===== src/rtl/dmc_pkg.sv =====
// Constants, types and timing counts for the 64K x 1 dynamic memory controller.
// Assumes a 40 MHz controller clock and one memory part on the strobe pins.
//
// Functional notes
// - Row address latched on row strobe fall.
// - Column address latched on column strobe fall.
// - Write enable high reads, low writes.
// - Early write keeps data output off.
// - Read-write waits column and row delays.
// - Column strobe within row-to-column window.
// - Random cycle time and row width kept.
// - Read-write cycle time before next row.
// - Page mode holds row, repeats columns.
// - Column precharge kept between page cycles.
// - All 128 rows refreshed within 2 ms.
// - Hidden refresh keeps read data valid; refresh here is row-strobe-only from idle, with the data output off.
// - Write enable read setup and hold.
// - Write enable lead before strobes rise.
package dmc_pkg;
   // ---------------------------------------------------------------
   // Timing in nanoseconds (slower grade) and derived cycle counts
   // ---------------------------------------------------------------
   localparam int CLK_PERIOD_NS        = 25;
   localparam int ROW_ADDRESS_HOLD_NS  = 20;
   localparam int ROW_TO_COLUMN_MIN_NS = 30;
   localparam int COLUMN_ACCESS_NS     = 135;
   localparam int ROW_ACCESS_NS        = 200;
   localparam int ROW_STROBE_LOW_NS    = 200;
   localparam int ROW_PRECHARGE_NS     = 120;
   localparam int RANDOM_CYCLE_NS      = 330;
   localparam int READ_WRITE_CYCLE_NS  = 375;
   localparam int PAGE_CYCLE_NS        = 225;
   localparam int PAGE_PRECHARGE_NS    = 80;
   localparam int COL_TO_WRITE_NS      = 95;
   localparam int ROW_TO_WRITE_NS      = 160;
   localparam int WRITE_LEAD_NS        = 80;
   localparam int READ_HOLD_ROW_NS     = 25;
   localparam int RETENTION_NS         = 2000000;
   localparam int REFRESH_ROWS         = 128;

   // Least times round up to whole cycles.
   localparam int RAH_CYC  = (ROW_ADDRESS_HOLD_NS + CLK_PERIOD_NS - 1) / CLK_PERIOD_NS;
   localparam int RCD_CYC  = (ROW_TO_COLUMN_MIN_NS + CLK_PERIOD_NS - 1) / CLK_PERIOD_NS;
   localparam int CAC_CYC  = (COLUMN_ACCESS_NS + CLK_PERIOD_NS - 1) / CLK_PERIOD_NS;
   localparam int RAS_CYC  = (ROW_STROBE_LOW_NS + CLK_PERIOD_NS - 1) / CLK_PERIOD_NS;
   localparam int RP_CYC   = (ROW_PRECHARGE_NS + CLK_PERIOD_NS - 1) / CLK_PERIOD_NS;
   localparam int RC_CYC   = (RANDOM_CYCLE_NS + CLK_PERIOD_NS - 1) / CLK_PERIOD_NS;
   localparam int RWC_CYC  = (READ_WRITE_CYCLE_NS + CLK_PERIOD_NS - 1) / CLK_PERIOD_NS;
   localparam int PC_CYC   = (PAGE_CYCLE_NS + CLK_PERIOD_NS - 1) / CLK_PERIOD_NS;
   localparam int CP_CYC   = (PAGE_PRECHARGE_NS + CLK_PERIOD_NS - 1) / CLK_PERIOD_NS;
   localparam int CWD_CYC  = (COL_TO_WRITE_NS + CLK_PERIOD_NS - 1) / CLK_PERIOD_NS;
   localparam int RWD_CYC  = (ROW_TO_WRITE_NS + CLK_PERIOD_NS - 1) / CLK_PERIOD_NS;
   localparam int WL_CYC   = (WRITE_LEAD_NS + CLK_PERIOD_NS - 1) / CLK_PERIOD_NS;
   localparam int RRH_CYC  = (READ_HOLD_ROW_NS + CLK_PERIOD_NS - 1) / CLK_PERIOD_NS;
   // Longest time rounds down; spare margin covers a full refresh cycle.
   localparam int REF_INTERVAL_CYC = RETENTION_NS / CLK_PERIOD_NS / REFRESH_ROWS - RC_CYC;

   localparam int CNT_W = 8;
   localparam logic [6:0] ROW_LAST = 7'h7F;

   // ---------------------------------------------------------------
   // Types
   // ---------------------------------------------------------------
   typedef enum logic [1:0] {DMC_READ, DMC_WRITE, DMC_RMW} dmc_op_t;

   typedef struct packed {
      dmc_op_t     op;
      logic [15:0] addr;  // Row in the upper byte, column in the lower.
      logic        wdata;
      logic        page;  // Keep the row open for a following request.
   } dmc_req_t;

   typedef struct packed {
      logic       row_strobe_n;
      logic       col_strobe_n;
      logic       write_en_n;
      logic [7:0] multiplexed_address_pins;
      logic       data_in;
   } dmc_pins_t;
endpackage


===== src/rtl/dmc_ctrl.sv =====
// Controller that sequences the strobes of one 64K x 1 dynamic memory.
// Assumes pins are sampled and driven synchronously on the 40 MHz clock.
`timescale 1ns/1ps
module dmc_ctrl #(
   parameter int REF_INTERVAL = dmc_pkg::REF_INTERVAL_CYC
) (
   // Clock and reset
   input  wire logic              clock,
   input  wire logic              arst_n,
   // Host request and answer
   input  wire logic              req_valid,
   input  wire dmc_pkg::dmc_req_t req,
   output logic                   req_ready,
   output logic                   rdata_valid,
   output logic                   rdata,
   // Memory pins
   output dmc_pkg::dmc_pins_t     pins,
   input  wire logic              data_out
);
   import dmc_pkg::*;

   typedef enum logic [3:0] {
      ST_IDLE, ST_ROW, ST_COL, ST_ACCESS, ST_WRITE, ST_PAGE_PRE, ST_CLOSE,
      ST_PRECHARGE, ST_REF_ROW
   } dmc_state_t;

   dmc_state_t  state_reg;
   dmc_pins_t   pins_reg;
   dmc_req_t    cur_reg;
   logic [CNT_W-1:0] cnt_reg;     // Cycles in the current state.
   logic [CNT_W-1:0] ras_cnt_reg; // Cycles since the row strobe fell.
   logic [CNT_W-1:0] col_cnt_reg; // Cycles since the column strobe fell.
   logic [CNT_W-1:0] min_cyc_reg; // Least row cycle for this access.
   logic [31:0] ref_timer_reg;
   logic        ref_pend_reg;
   logic [6:0]  ref_row_reg;
   logic        req_ready_reg;
   logic        rdata_valid_reg;
   logic        rdata_reg;
   logic        take;

   assign pins        = pins_reg;
   assign req_ready   = req_ready_reg;
   assign rdata_valid = rdata_valid_reg;
   assign rdata       = rdata_reg;
   assign take        = req_ready_reg && req_valid;

   // ---------------------------------------------------------------
   // Refresh timer and row counter
   // ---------------------------------------------------------------
   // The timer paces one row per slot so all rows recur within retention.
   always_ff @(posedge clock or negedge arst_n) begin
      if (!arst_n) begin
         ref_timer_reg <= 32'h0;
         ref_pend_reg  <= 1'b0;
      end else begin
         if (ref_timer_reg >= 32'(REF_INTERVAL - 1)) begin
            ref_timer_reg <= 32'h0;
            ref_pend_reg  <= 1'b1;
         end else begin
            ref_timer_reg <= ref_timer_reg + 32'h1;
            if (state_reg == ST_REF_ROW && cnt_reg == CNT_W'(0))
               ref_pend_reg <= 1'b0;
         end
      end
   end

   // Row counter wraps after the last row; the eighth address bit is zero.
   always_ff @(posedge clock or negedge arst_n) begin
      if (!arst_n)
         ref_row_reg <= 7'h00;
      else if (state_reg == ST_REF_ROW && cnt_reg == CNT_W'(0))
         ref_row_reg <= (ref_row_reg == ROW_LAST) ? 7'h00 : ref_row_reg + 7'h01;
   end

   // ---------------------------------------------------------------
   // Strobe sequencer
   // ---------------------------------------------------------------
   // One counter per state keeps every edge spacing an exact cycle figure.
   always_ff @(posedge clock or negedge arst_n) begin
      if (!arst_n) begin
         state_reg       <= ST_IDLE;
         pins_reg        <= '{row_strobe_n: 1'b1, col_strobe_n: 1'b1, write_en_n: 1'b1,
                              multiplexed_address_pins: 8'h00, data_in: 1'b0};
         cur_reg         <= '0;
         cnt_reg         <= '0;
         ras_cnt_reg     <= '0;
         col_cnt_reg     <= '0;
         min_cyc_reg     <= '0;
         req_ready_reg   <= 1'b0;
         rdata_valid_reg <= 1'b0;
         rdata_reg       <= 1'b0;
      end else begin
         rdata_valid_reg <= 1'b0;
         cnt_reg         <= cnt_reg + CNT_W'(1);
         if (!pins_reg.row_strobe_n)
            ras_cnt_reg <= ras_cnt_reg + CNT_W'(1);
         if (!pins_reg.col_strobe_n)
            col_cnt_reg <= col_cnt_reg + CNT_W'(1);
         unique case (state_reg)
            ST_IDLE: begin
               // A ready already shown is honoured; refresh then waits for that whole access to finish.
               if (take) begin
                  req_ready_reg <= 1'b0;
                  cur_reg       <= req;
                  // Address is set one cycle before the row strobe falls.
                  pins_reg.multiplexed_address_pins <= req.addr[15:8];
                  pins_reg.col_strobe_n <= 1'b1;
                  cnt_reg       <= '0;
                  min_cyc_reg   <= (req.op == DMC_RMW) ? CNT_W'(RWC_CYC) : CNT_W'(RC_CYC);
                  state_reg     <= ST_ROW;
               end else if (ref_pend_reg) begin
                  req_ready_reg <= 1'b0;
                  pins_reg.multiplexed_address_pins <= {1'b0, ref_row_reg};
                  pins_reg.row_strobe_n <= 1'b0;
                  ras_cnt_reg <= '0;
                  cnt_reg     <= '0;
                  state_reg   <= ST_REF_ROW;
               end else begin
                  req_ready_reg <= 1'b1;
               end
            end
            ST_ROW: begin
               pins_reg.row_strobe_n <= 1'b0;
               pins_reg.write_en_n   <= (cur_reg.op != DMC_WRITE);
               pins_reg.data_in      <= cur_reg.wdata;
               ras_cnt_reg <= '0;
               cnt_reg     <= '0;
               state_reg   <= ST_COL;
            end
            ST_COL: begin
               // Column address goes out after the row hold; strobe one cycle later.
               if (cnt_reg == CNT_W'(RAH_CYC - 1))
                  pins_reg.multiplexed_address_pins <= cur_reg.addr[7:0];
               // The row fell on the same edge this state began counting.
               if (cnt_reg >= CNT_W'(RCD_CYC - 1) && cnt_reg >= CNT_W'(RAH_CYC)) begin
                  pins_reg.col_strobe_n <= 1'b0;
                  col_cnt_reg <= '0;
                  cnt_reg     <= '0;
                  state_reg   <= ST_ACCESS;
               end
            end
            ST_ACCESS: begin
               // Sample read data once both access times have passed.
               if (cnt_reg >= CNT_W'(CAC_CYC) && ras_cnt_reg >= CNT_W'(RAS_CYC - 1)
                   && ras_cnt_reg >= CNT_W'((ROW_ACCESS_NS + CLK_PERIOD_NS - 1) / CLK_PERIOD_NS)) begin
                  if (cur_reg.op != DMC_WRITE) begin
                     rdata_reg       <= data_out;
                     rdata_valid_reg <= (cur_reg.op == DMC_READ);
                  end
                  cnt_reg <= '0;
                  if (cur_reg.op == DMC_RMW) begin
                     state_reg <= ST_WRITE;
                  end else
                     state_reg <= ST_CLOSE;
               end
            end
            ST_WRITE: begin
               // Late write edge keeps the read-write timing defined.
               if (col_cnt_reg >= CNT_W'(CWD_CYC) && ras_cnt_reg >= CNT_W'(RWD_CYC)
                   && pins_reg.write_en_n) begin
                  pins_reg.write_en_n <= 1'b0;
                  cnt_reg <= '0;
               end else if (!pins_reg.write_en_n && cnt_reg >= CNT_W'(WL_CYC)) begin
                  cnt_reg   <= '0;
                  state_reg <= ST_CLOSE;
               end
            end
            ST_CLOSE: begin
               // Write enable has led both rising edges by the lead time.
               if (cnt_reg >= CNT_W'(WL_CYC) || pins_reg.write_en_n) begin
                  pins_reg.col_strobe_n <= 1'b1;
                  cnt_reg <= '0;
                  if (cur_reg.page && req_valid && !ref_pend_reg
                      && req.addr[15:8] == cur_reg.addr[15:8] && req.op != DMC_RMW) begin
                     cur_reg   <= req;
                     state_reg <= ST_PAGE_PRE;
                  end else begin
                     pins_reg.row_strobe_n <= 1'b1;
                     state_reg <= ST_PRECHARGE;
                  end
               end
            end
            ST_PAGE_PRE: begin
               // Page request consumed here; column precharge and page pitch kept.
               req_ready_reg <= (cnt_reg == CNT_W'(0));
               pins_reg.multiplexed_address_pins <= cur_reg.addr[7:0];
               pins_reg.write_en_n <= (cur_reg.op != DMC_WRITE);
               pins_reg.data_in    <= cur_reg.wdata;
               if (cnt_reg >= CNT_W'(CP_CYC) && col_cnt_reg >= CNT_W'(PC_CYC - CP_CYC)) begin
                  pins_reg.col_strobe_n <= 1'b0;
                  col_cnt_reg <= '0;
                  cnt_reg     <= '0;
                  state_reg   <= ST_ACCESS;
               end
            end
            ST_PRECHARGE: begin
               // Row high for precharge and total cycle at least the cycle time.
               pins_reg.write_en_n <= 1'b1;
               if (cnt_reg >= CNT_W'(RP_CYC) && ras_cnt_reg + cnt_reg >= min_cyc_reg) begin
                  state_reg <= ST_IDLE;
               end
            end
            ST_REF_ROW: begin
               // Only the row strobe moves; the data output stays off.
               if (cnt_reg >= CNT_W'(RAS_CYC)) begin
                  pins_reg.row_strobe_n <= 1'b1;
                  cnt_reg     <= '0;
                  min_cyc_reg <= CNT_W'(RC_CYC);
                  state_reg   <= ST_PRECHARGE;
               end
            end
            default: state_reg <= ST_IDLE;
         endcase
      end
   end

   // ---------------------------------------------------------------
   // Checks
   // ---------------------------------------------------------------
   a_col_gated: assert property (@(posedge clock) disable iff (!arst_n)
      !pins_reg.col_strobe_n |-> !pins_reg.row_strobe_n)
      else $error("Column strobe low with row strobe high.");
   a_col_delay: assert property (@(posedge clock) disable iff (!arst_n)
      $rose(state_reg == ST_ACCESS) && $past(state_reg) == ST_COL |->
      ras_cnt_reg >= CNT_W'(RCD_CYC))
      else $error("Column strobe fell too early.");
   a_refresh_only: assert property (@(posedge clock) disable iff (!arst_n)
      state_reg == ST_REF_ROW |-> pins_reg.col_strobe_n)
      else $error("Column strobe moved in refresh.");
   a_ras_width: assert property (@(posedge clock) disable iff (!arst_n)
      $rose(pins_reg.row_strobe_n) |-> $past(ras_cnt_reg) >= CNT_W'(RAS_CYC - 1))
      else $error("Row strobe pulse too short.");
   a_row_pre: assert property (@(posedge clock) disable iff (!arst_n)
      $rose(pins_reg.row_strobe_n) |-> pins_reg.row_strobe_n [*4])
      else $error("Row precharge too short.");
   a_write_edge: assert property (@(posedge clock) disable iff (!arst_n)
      $fell(pins_reg.write_en_n) && !pins_reg.col_strobe_n |->
      col_cnt_reg >= CNT_W'(CWD_CYC) && ras_cnt_reg >= CNT_W'(RWD_CYC))
      else $error("Late write edge too early.");
   a_write_lead: assert property (@(posedge clock) disable iff (!arst_n)
      $rose(pins_reg.col_strobe_n) && $past(!pins_reg.write_en_n) |->
      $past(!pins_reg.write_en_n, 3))
      else $error("Write lead before column rise too short.");
   a_read_setup: assert property (@(posedge clock) disable iff (!arst_n)
      $fell(pins_reg.col_strobe_n) && cur_reg.op != DMC_WRITE |-> pins_reg.write_en_n)
      else $error("Write enable low at read column strobe.");
   a_refresh_due: assert property (@(posedge clock) disable iff (!arst_n)
      $rose(ref_pend_reg) |-> ##[1:40] state_reg == ST_REF_ROW)
      else $error("Refresh request not served in time.");
   c_read: cover property (@(posedge clock) disable iff (!arst_n) rdata_valid_reg);
   c_rmw: cover property (@(posedge clock) disable iff (!arst_n) state_reg == ST_WRITE);
   c_page: cover property (@(posedge clock) disable iff (!arst_n) state_reg == ST_PAGE_PRE);
   c_refresh: cover property (@(posedge clock) disable iff (!arst_n) state_reg == ST_REF_ROW);
endmodule


===== config.mk =====
export PLATFORM = sky130hd
export DESIGN_NAME = dmc_ctrl
export DESIGN_NICKNAME = d
export VERILOG_FILES = /design/src/rtl/dmc_pkg.sv /design/src/rtl/dmc_ctrl.sv
export SDC_FILE = /design/constraint.sdc
export NUM_CORES = 1
export LEC_CHECK = 0
export ABC_AREA = 1
export BUFFER_PORTS_ARGS = -buffer_cell sky130_fd_sc_hd__buf_4
export CORE_MARGIN = 5
export CORE_UTILIZATION = 30
export CTS_CLUSTER_DIAMETER = 50
export DETAILED_ROUTE_END_ITERATION = 8
export PLACE_DENSITY = 0.46
export SLEW_MARGIN = 40
export SYNTH_ARGS = -nofsm -noshare
export SYNTH_HDL_FRONTEND = slang
export SYNTH_SLANG_ARGS = --single-unit

===== constraint.sdc =====
create_clock -name clock -period 4.5 [get_ports clock]
set_input_delay 0.225 -clock clock [delete_from_list [all_inputs] [get_ports clock]]
set_output_delay 0.225 -clock clock [all_outputs]
set_load 0.05 [all_outputs]

# Word level (Yosys, flattened, before mapping)
# Cells that the tools add are included.
# totals
register_bits	111
latchBits	0
ramBits	0
romBits	0
in_bits	24
elab_cells	168
n_memories	0
# op_classes
n_addsub	6
mul	0
div	0
order_cmp	11
eq_ne	30
n_shift	0
mux	65
n_bitwise	0
reduce_logical	36
# ops
op	n
2-to-1 mux 8 bit	20
case mux 8 bit (8 select lines)	1
2-to-1 mux 20 bit	3
greater-or-equal comparator 8 x 3 -> 1 bit (second input constant)	6
case mux 8 bit (2 select lines)	3
2-to-1 mux 4 bit	10
case mux 20 bit (2 select lines)	1
case mux 4 bit (9 select lines)	1
adder 32 x 1 -> 32 bit (second input constant)	1
greater-or-equal comparator 32 x 10 -> 1 bit (second input constant)	1
2-to-1 mux 32 bit	1
inequality test 2 bit (second input constant)	15
adder 8 x 1 -> 8 bit (second input constant)	3
case mux 8 bit (3 select lines)	1
equality test 4 x 3 -> 1 bit (second input constant)	4
greater-or-equal comparator 8 x 4 -> 1 bit (second input constant)	2
2-to-1 mux 1 bit	16
logical AND 1 bit	13
AND reduction 3 bit	3
AND reduction 9 bit	1
adder 8 bit	1
equality test 4 x 2 -> 1 bit (second input constant)	2
equality test 8 bit	1
greater-or-equal comparator 8 x 1 -> 1 bit (second input constant)	1
other kinds (26)	37

# Depth between registers and ports, before layout
# depth
word_depth	7
mapped_depth	18
ltp_nobuf	18

# Least setup slack after synthesis
# Ideal clock, no wire load.
# synth_timing
kind	register -> register
start	register cnt_reg[0]
end	register state_reg[0]
setup_ps	117
arrival_time_ps	2015
setup_slack_ps	2368
path_stages_with_launch	15
period_less_slack_ps	2132
cell_sequence	dfrtp_1 > ha_1 > fa_1 > xor2_1 > ha_1 > nand2_1 > nand2_1 > nand2_1 > nand2_1 > nor2_1 > nand2_1 > nand2_1 > nand2_1 > nand3_1 > nand2_1
# synth_via
elab_chain_cells	5
word_cells_on_any_way	21
cone_classes	add/sub (1); order compare (6); eq/ne (7); reduce/logical (7)
# synth_lines
item	line_no	rtl
from (decl)	dmc_ctrl.sv:30	logic [CNT_W-1:0] cnt_reg;
from (signal assigned)	dmc_ctrl.sv:95	cnt_reg <= cnt_reg + CNT_W'(1);
adder 8 bit / greater-or-equal comparator 8 x 3 -> 1 bit (equally long branches)	dmc_ctrl.sv:200, dmc_ctrl.sv:145	
greater-or-equal comparator 8 bit / logical AND 1 bit (equally long branches)	dmc_ctrl.sv:200, dmc_ctrl.sv:145	
logical AND 1 bit, on equally long branches	dmc_ctrl.sv:200, dmc_ctrl.sv:146	
inequality test 2 bit (no line)	--	
AND reduction 9 bit (no line) *	--	
to (signal assigned)	dmc_ctrl.sv:201	state_reg <= ST_IDLE;
to (signal assigned)	dmc_ctrl.sv:210	state_reg <= ST_PRECHARGE;
to (signal assigned)	dmc_ctrl.sv:213	default: state_reg <= ST_IDLE;
to (decl)	dmc_ctrl.sv:27	dmc_state_t state_reg;
# Mark *: on every way between the ends. The rest lies on a longest branch, timed or not.
# A chain may end at the register's enable or synchronous reset.

# Worst setup path after layout
# layout_timing
start	register cnt_reg[2]
end	register state_reg[1]
# The elaborated chain is that of the path after synthesis.

==> metrics.md <==
| Metric | Value |
|---|---|
| P_leak | `roughly 3.3 nW` |
| Largest net degree at the start of global routing | `78` |
| Overall power | `~4.0 mW` |
| R2r endpoint | `state_reg[1]` |
| CTS tree | `yes` |
| Routed wire per std cell | `between 10 and 15 microns` |
| Clock-pin transition on the worst setup and hold timing paths | `roughly 0.080 ns` |
| Initial antenna violation count | `0` |
| Clock Latency Late Sink | `about 0.36 ns` |
| Slew margin rel. | `between 50% and 60%` |
| Sequential share of the synthesized area | `47.0%` |
| Total gr overflow | `0` |
| Critical Path Start | `cnt_reg[2]` |
| Area of the multi-input gates | `2620 sq um` |
| Status | `completed` |
| Number of global-route vias before repair | `approximately 4500` |
| Cell area after synthesis | `approximately 5600 sq um` |
| Die area | `approximately 21000 sq um` |
| Initial Util | `30.2%` |
| Share of the synthesized area in the top cell type | `~46%` |
| Total clock sinks | `105` |
| Distinct cells, synth | `48` |
| Final worst-path cycle share | `a little over half` |
| Die W | `roughly 150 microns` |
| Ys flop type | `dfrtp_1` |
| Data arrival, critical path | `around 2.7 ns` |
| Final Cell Area | `6530 sq um` |
| Register Area | `between 2000 and 3000 sq um` |
| Routed Antenna Nets | `0` |
| Post-CTS Setup Repair Bufs | `0` |
| Synth Warn # | `0` |
| Drt drc | `0` |
| CP Class | `register to register` |
| Max Buffers Root-to-Sink | `2` |
| Via-per-instance ratio | `between 4 and 5` |
| Fin nets | `787` |
| R2R depth | `14` |
| Worst EP required | `4.80 ns` |
| Ranking of synthesized cells by area | `dfrtp_1 (46%), nand2_1 (11%), inv_1 (5.7%)` |
| Total GRT Usage | `12.8%` |
| H-Tree Depth | `3` |
| Placed cells | `960` |
| Max reg flops | `32` |
| Dpl cell area | `roughly 6200 sq um` |
| Synth Instances | `a little under 700` |
| Via count | `around 4400` |
| R2R Path Start | `cnt_reg[2]` |
| Crit end category | `register` |
| CTS Buf Count | `9` |
| Tightest Pin Transition | `0.656 ns` |
| Max IR drop VDD | `slightly above 0.0002 V` |
| Std cell rows | `50` |
| Pins Over Slew Limit | `0` |
| Post-synth EDFFs | `0` |
| Ant diodes | `0` |
| Power Density | `between 600 and 700 nW/um^2` |
| Max-cap viol count | `0` |
| IO Pins | `39` |
| Post-Route WL | `between 10000 and 15000 microns` |
| Internal reg-to-reg setup slack | `between 2 and 2.5 ns` |
| DIE HEIGHT | `147 microns` |
| Pre-CTS setup slack | `~2.2 ns` |
| Crit path capture | `state_reg[1]` |
| Initial DRC count | `~220` |
| TNS Setup | `0 ns` |
| First-pass GRT wire length | `approximately 22000 microns` |
| Setup ws final | `between 2 and 2.5 ns` |
| Final Instance Count excl. Fillers | `~980` |
| CP max FO | `8` |
| Final Skew | `0.0129 ns` |
| Top Layer Used | `met4` |
| Area growth, synth to finish | `16.7%` |
| Minimum clock period | `roughly 2.4 ns` |
| Worst Hold Margin | `0.0961 ns` |
| GPL Wtd Cong | `between 0.8 and 0.9` |
| FMAX | `423 MHz` |
| Core box area | `18500 sq um` |
| Share of cells above drive strength 1 | `13.3%` |
| Yosys reg bits | `105` |
| Mean Syn Cell Area | `around 8.3 sq um` |
| DR WL met2 | `5810 microns` |
| Hold Buf Count CTS | `1` |
| IO buf count | `38` |
| Root Buffer | `clkbuf_16` |
| # resized after CTS | `0` |
| M1 WL | `6460 microns` |
| Final-report hold violation count | `0` |
| Met3 wire len | `roughly 450 microns` |
| Critical Path Start Type | `register` |
| RSZ-0062 raised after global routing | `no` |
| Worst min path class | `input port to register` |
| Asr flop ratio synth | `100%` |
| Total of fill cells in the finished design | `a little under 2000` |
| # setup viols final | `0` |
| Area leader, netlist | `dfrtp_1` |
| Post-DP HPWL | `between 9000 and 10000 microns` |
| First-pass DRT Iterations | `4` |
| Fin util | `roughly a third` |
[logic make-up (layout without fill, tap and decap cells)]
kind of cell / Yosys count / after routing / synth area share [%]
muxes: 1 / 1 / 0.201
adders and majority gates: 25 / 25 / 5.72
xor gates and xnor gates: 26 / 26 / 4.07
DFF: 105 / 105 / 47.0
and+or+nand+nor: 353 / 353 / 28.7
AOI/OAI and AO/OA: 62 / 62 / 6.66
buffers and inverters: 103 / 149 / 7.55
other: 1 / 22 / 0.0670
[report_power, final]
part | switching [mW] | internal (mW)
Clock | 0.390 | 0.448
Combinational | 1.17 | 0.558
Sequential | 0.223 | 1.20
[layer usage]
layer  GRT usage (%)  vias to the layer above
met5               0                        -
met4            3.81                        0
met3            3.48                       17
met2            19.9                       45
met1            17.4                     2079
li1                -                     2268
[cell usage after synthesis (10+ instances only)]
| library cell | count |
|---|---|
| nand2_1 | 160 |
| dfrtp_1 | 102 |
| inv_1 | 85 |
| nor2_1 | 81 |
| nand3_1 | 49 |
| ha_1 | 24 |
| o21ai_0 | 18 |
| a21oi_1 | 16 |
| xor2_1 | 16 |
| nor3_1 | 10 |
| o211ai_1 | 10 |
| xnor2_1 | 10 |
[how the worst min path moves through the flow]
| stage | from | end | slack, ns | cells past startpoint |
|---|---|---|---|---|
| after floorplan | arst_n | cnt_reg[0] | -0.07 | 0 |
| after global placement | data_out | rdata | 0.46 | 2 |
| after detailed placement | arst_n | pins[0] | 0.33 | 1 |
| after CTS | req[5] | cur_reg[5] | 0.08 | 3 |
| after global routing | data_out | rdata | 0.09 | 2 |
| final | req[6] | cur_reg[6] | 0.1 | 3 |
[worst max-delay path, stage by stage (launching register included)]
cell and delay (ns):
dfrtp_1 0.48, ha_1 0.37, or2_2 0.31, nand2_1 0.09, xor2_1 0.15, ha_1 0.24
nand2_1 0.07, nand2_1 0.05, nor2_1 0.09, nand2_1 0.06, nand2_1 0.07, nand2_1 0.13
nand2_2 0.11, nand2_1 0.05, nand2_1 0.06
[cell type report]
type | count | share of cell area, %
sequential | 105 | 40.3
multi-input combinational | 489 | 40.2
inverter | 93 | 5.35
timing repair buffer | 40 | 4.73
tap | 234 | 4.48
clock buffer | 9 | 3.45
clock inverter | 7 | 1.53
[layout by cell type (no fill, tap or decap), types with 2 or more instances in the layout]
cell / synthesis / layout
buf_4: 1 / 38
nand2_2: 7 / 7
o21ai_2: 2 / 2
o21ai_0: 18 / 18
nand2_1: 160 / 160
xor2_1: 16 / 16
inv_1: 85 / 85
clkinv_8: 0 / 2
o211ai_1: 10 / 10
nand4_1: 9 / 9
nand3_1: 49 / 49
a21oi_1: 16 / 16
nor3_2: 2 / 2
nor2_1: 81 / 81
nor4_1: 9 / 9
nand3_2: 2 / 2
a31oi_1: 9 / 9
conb_1: 1 / 22
clkbuf_16: 0 / 9
nor2_2: 8 / 8
dfrtp_1: 102 / 102
nor3_4: 2 / 2
dfstp_2: 3 / 3
or2_2: 5 / 5
xnor2_1: 10 / 10
clkinv_4: 0 / 3
clkinv_1: 2 / 2
inv_2: 6 / 6
nor3_1: 10 / 10
nor2_4: 3 / 3
ha_1: 24 / 24
Power figures use the tool's default switching activity.
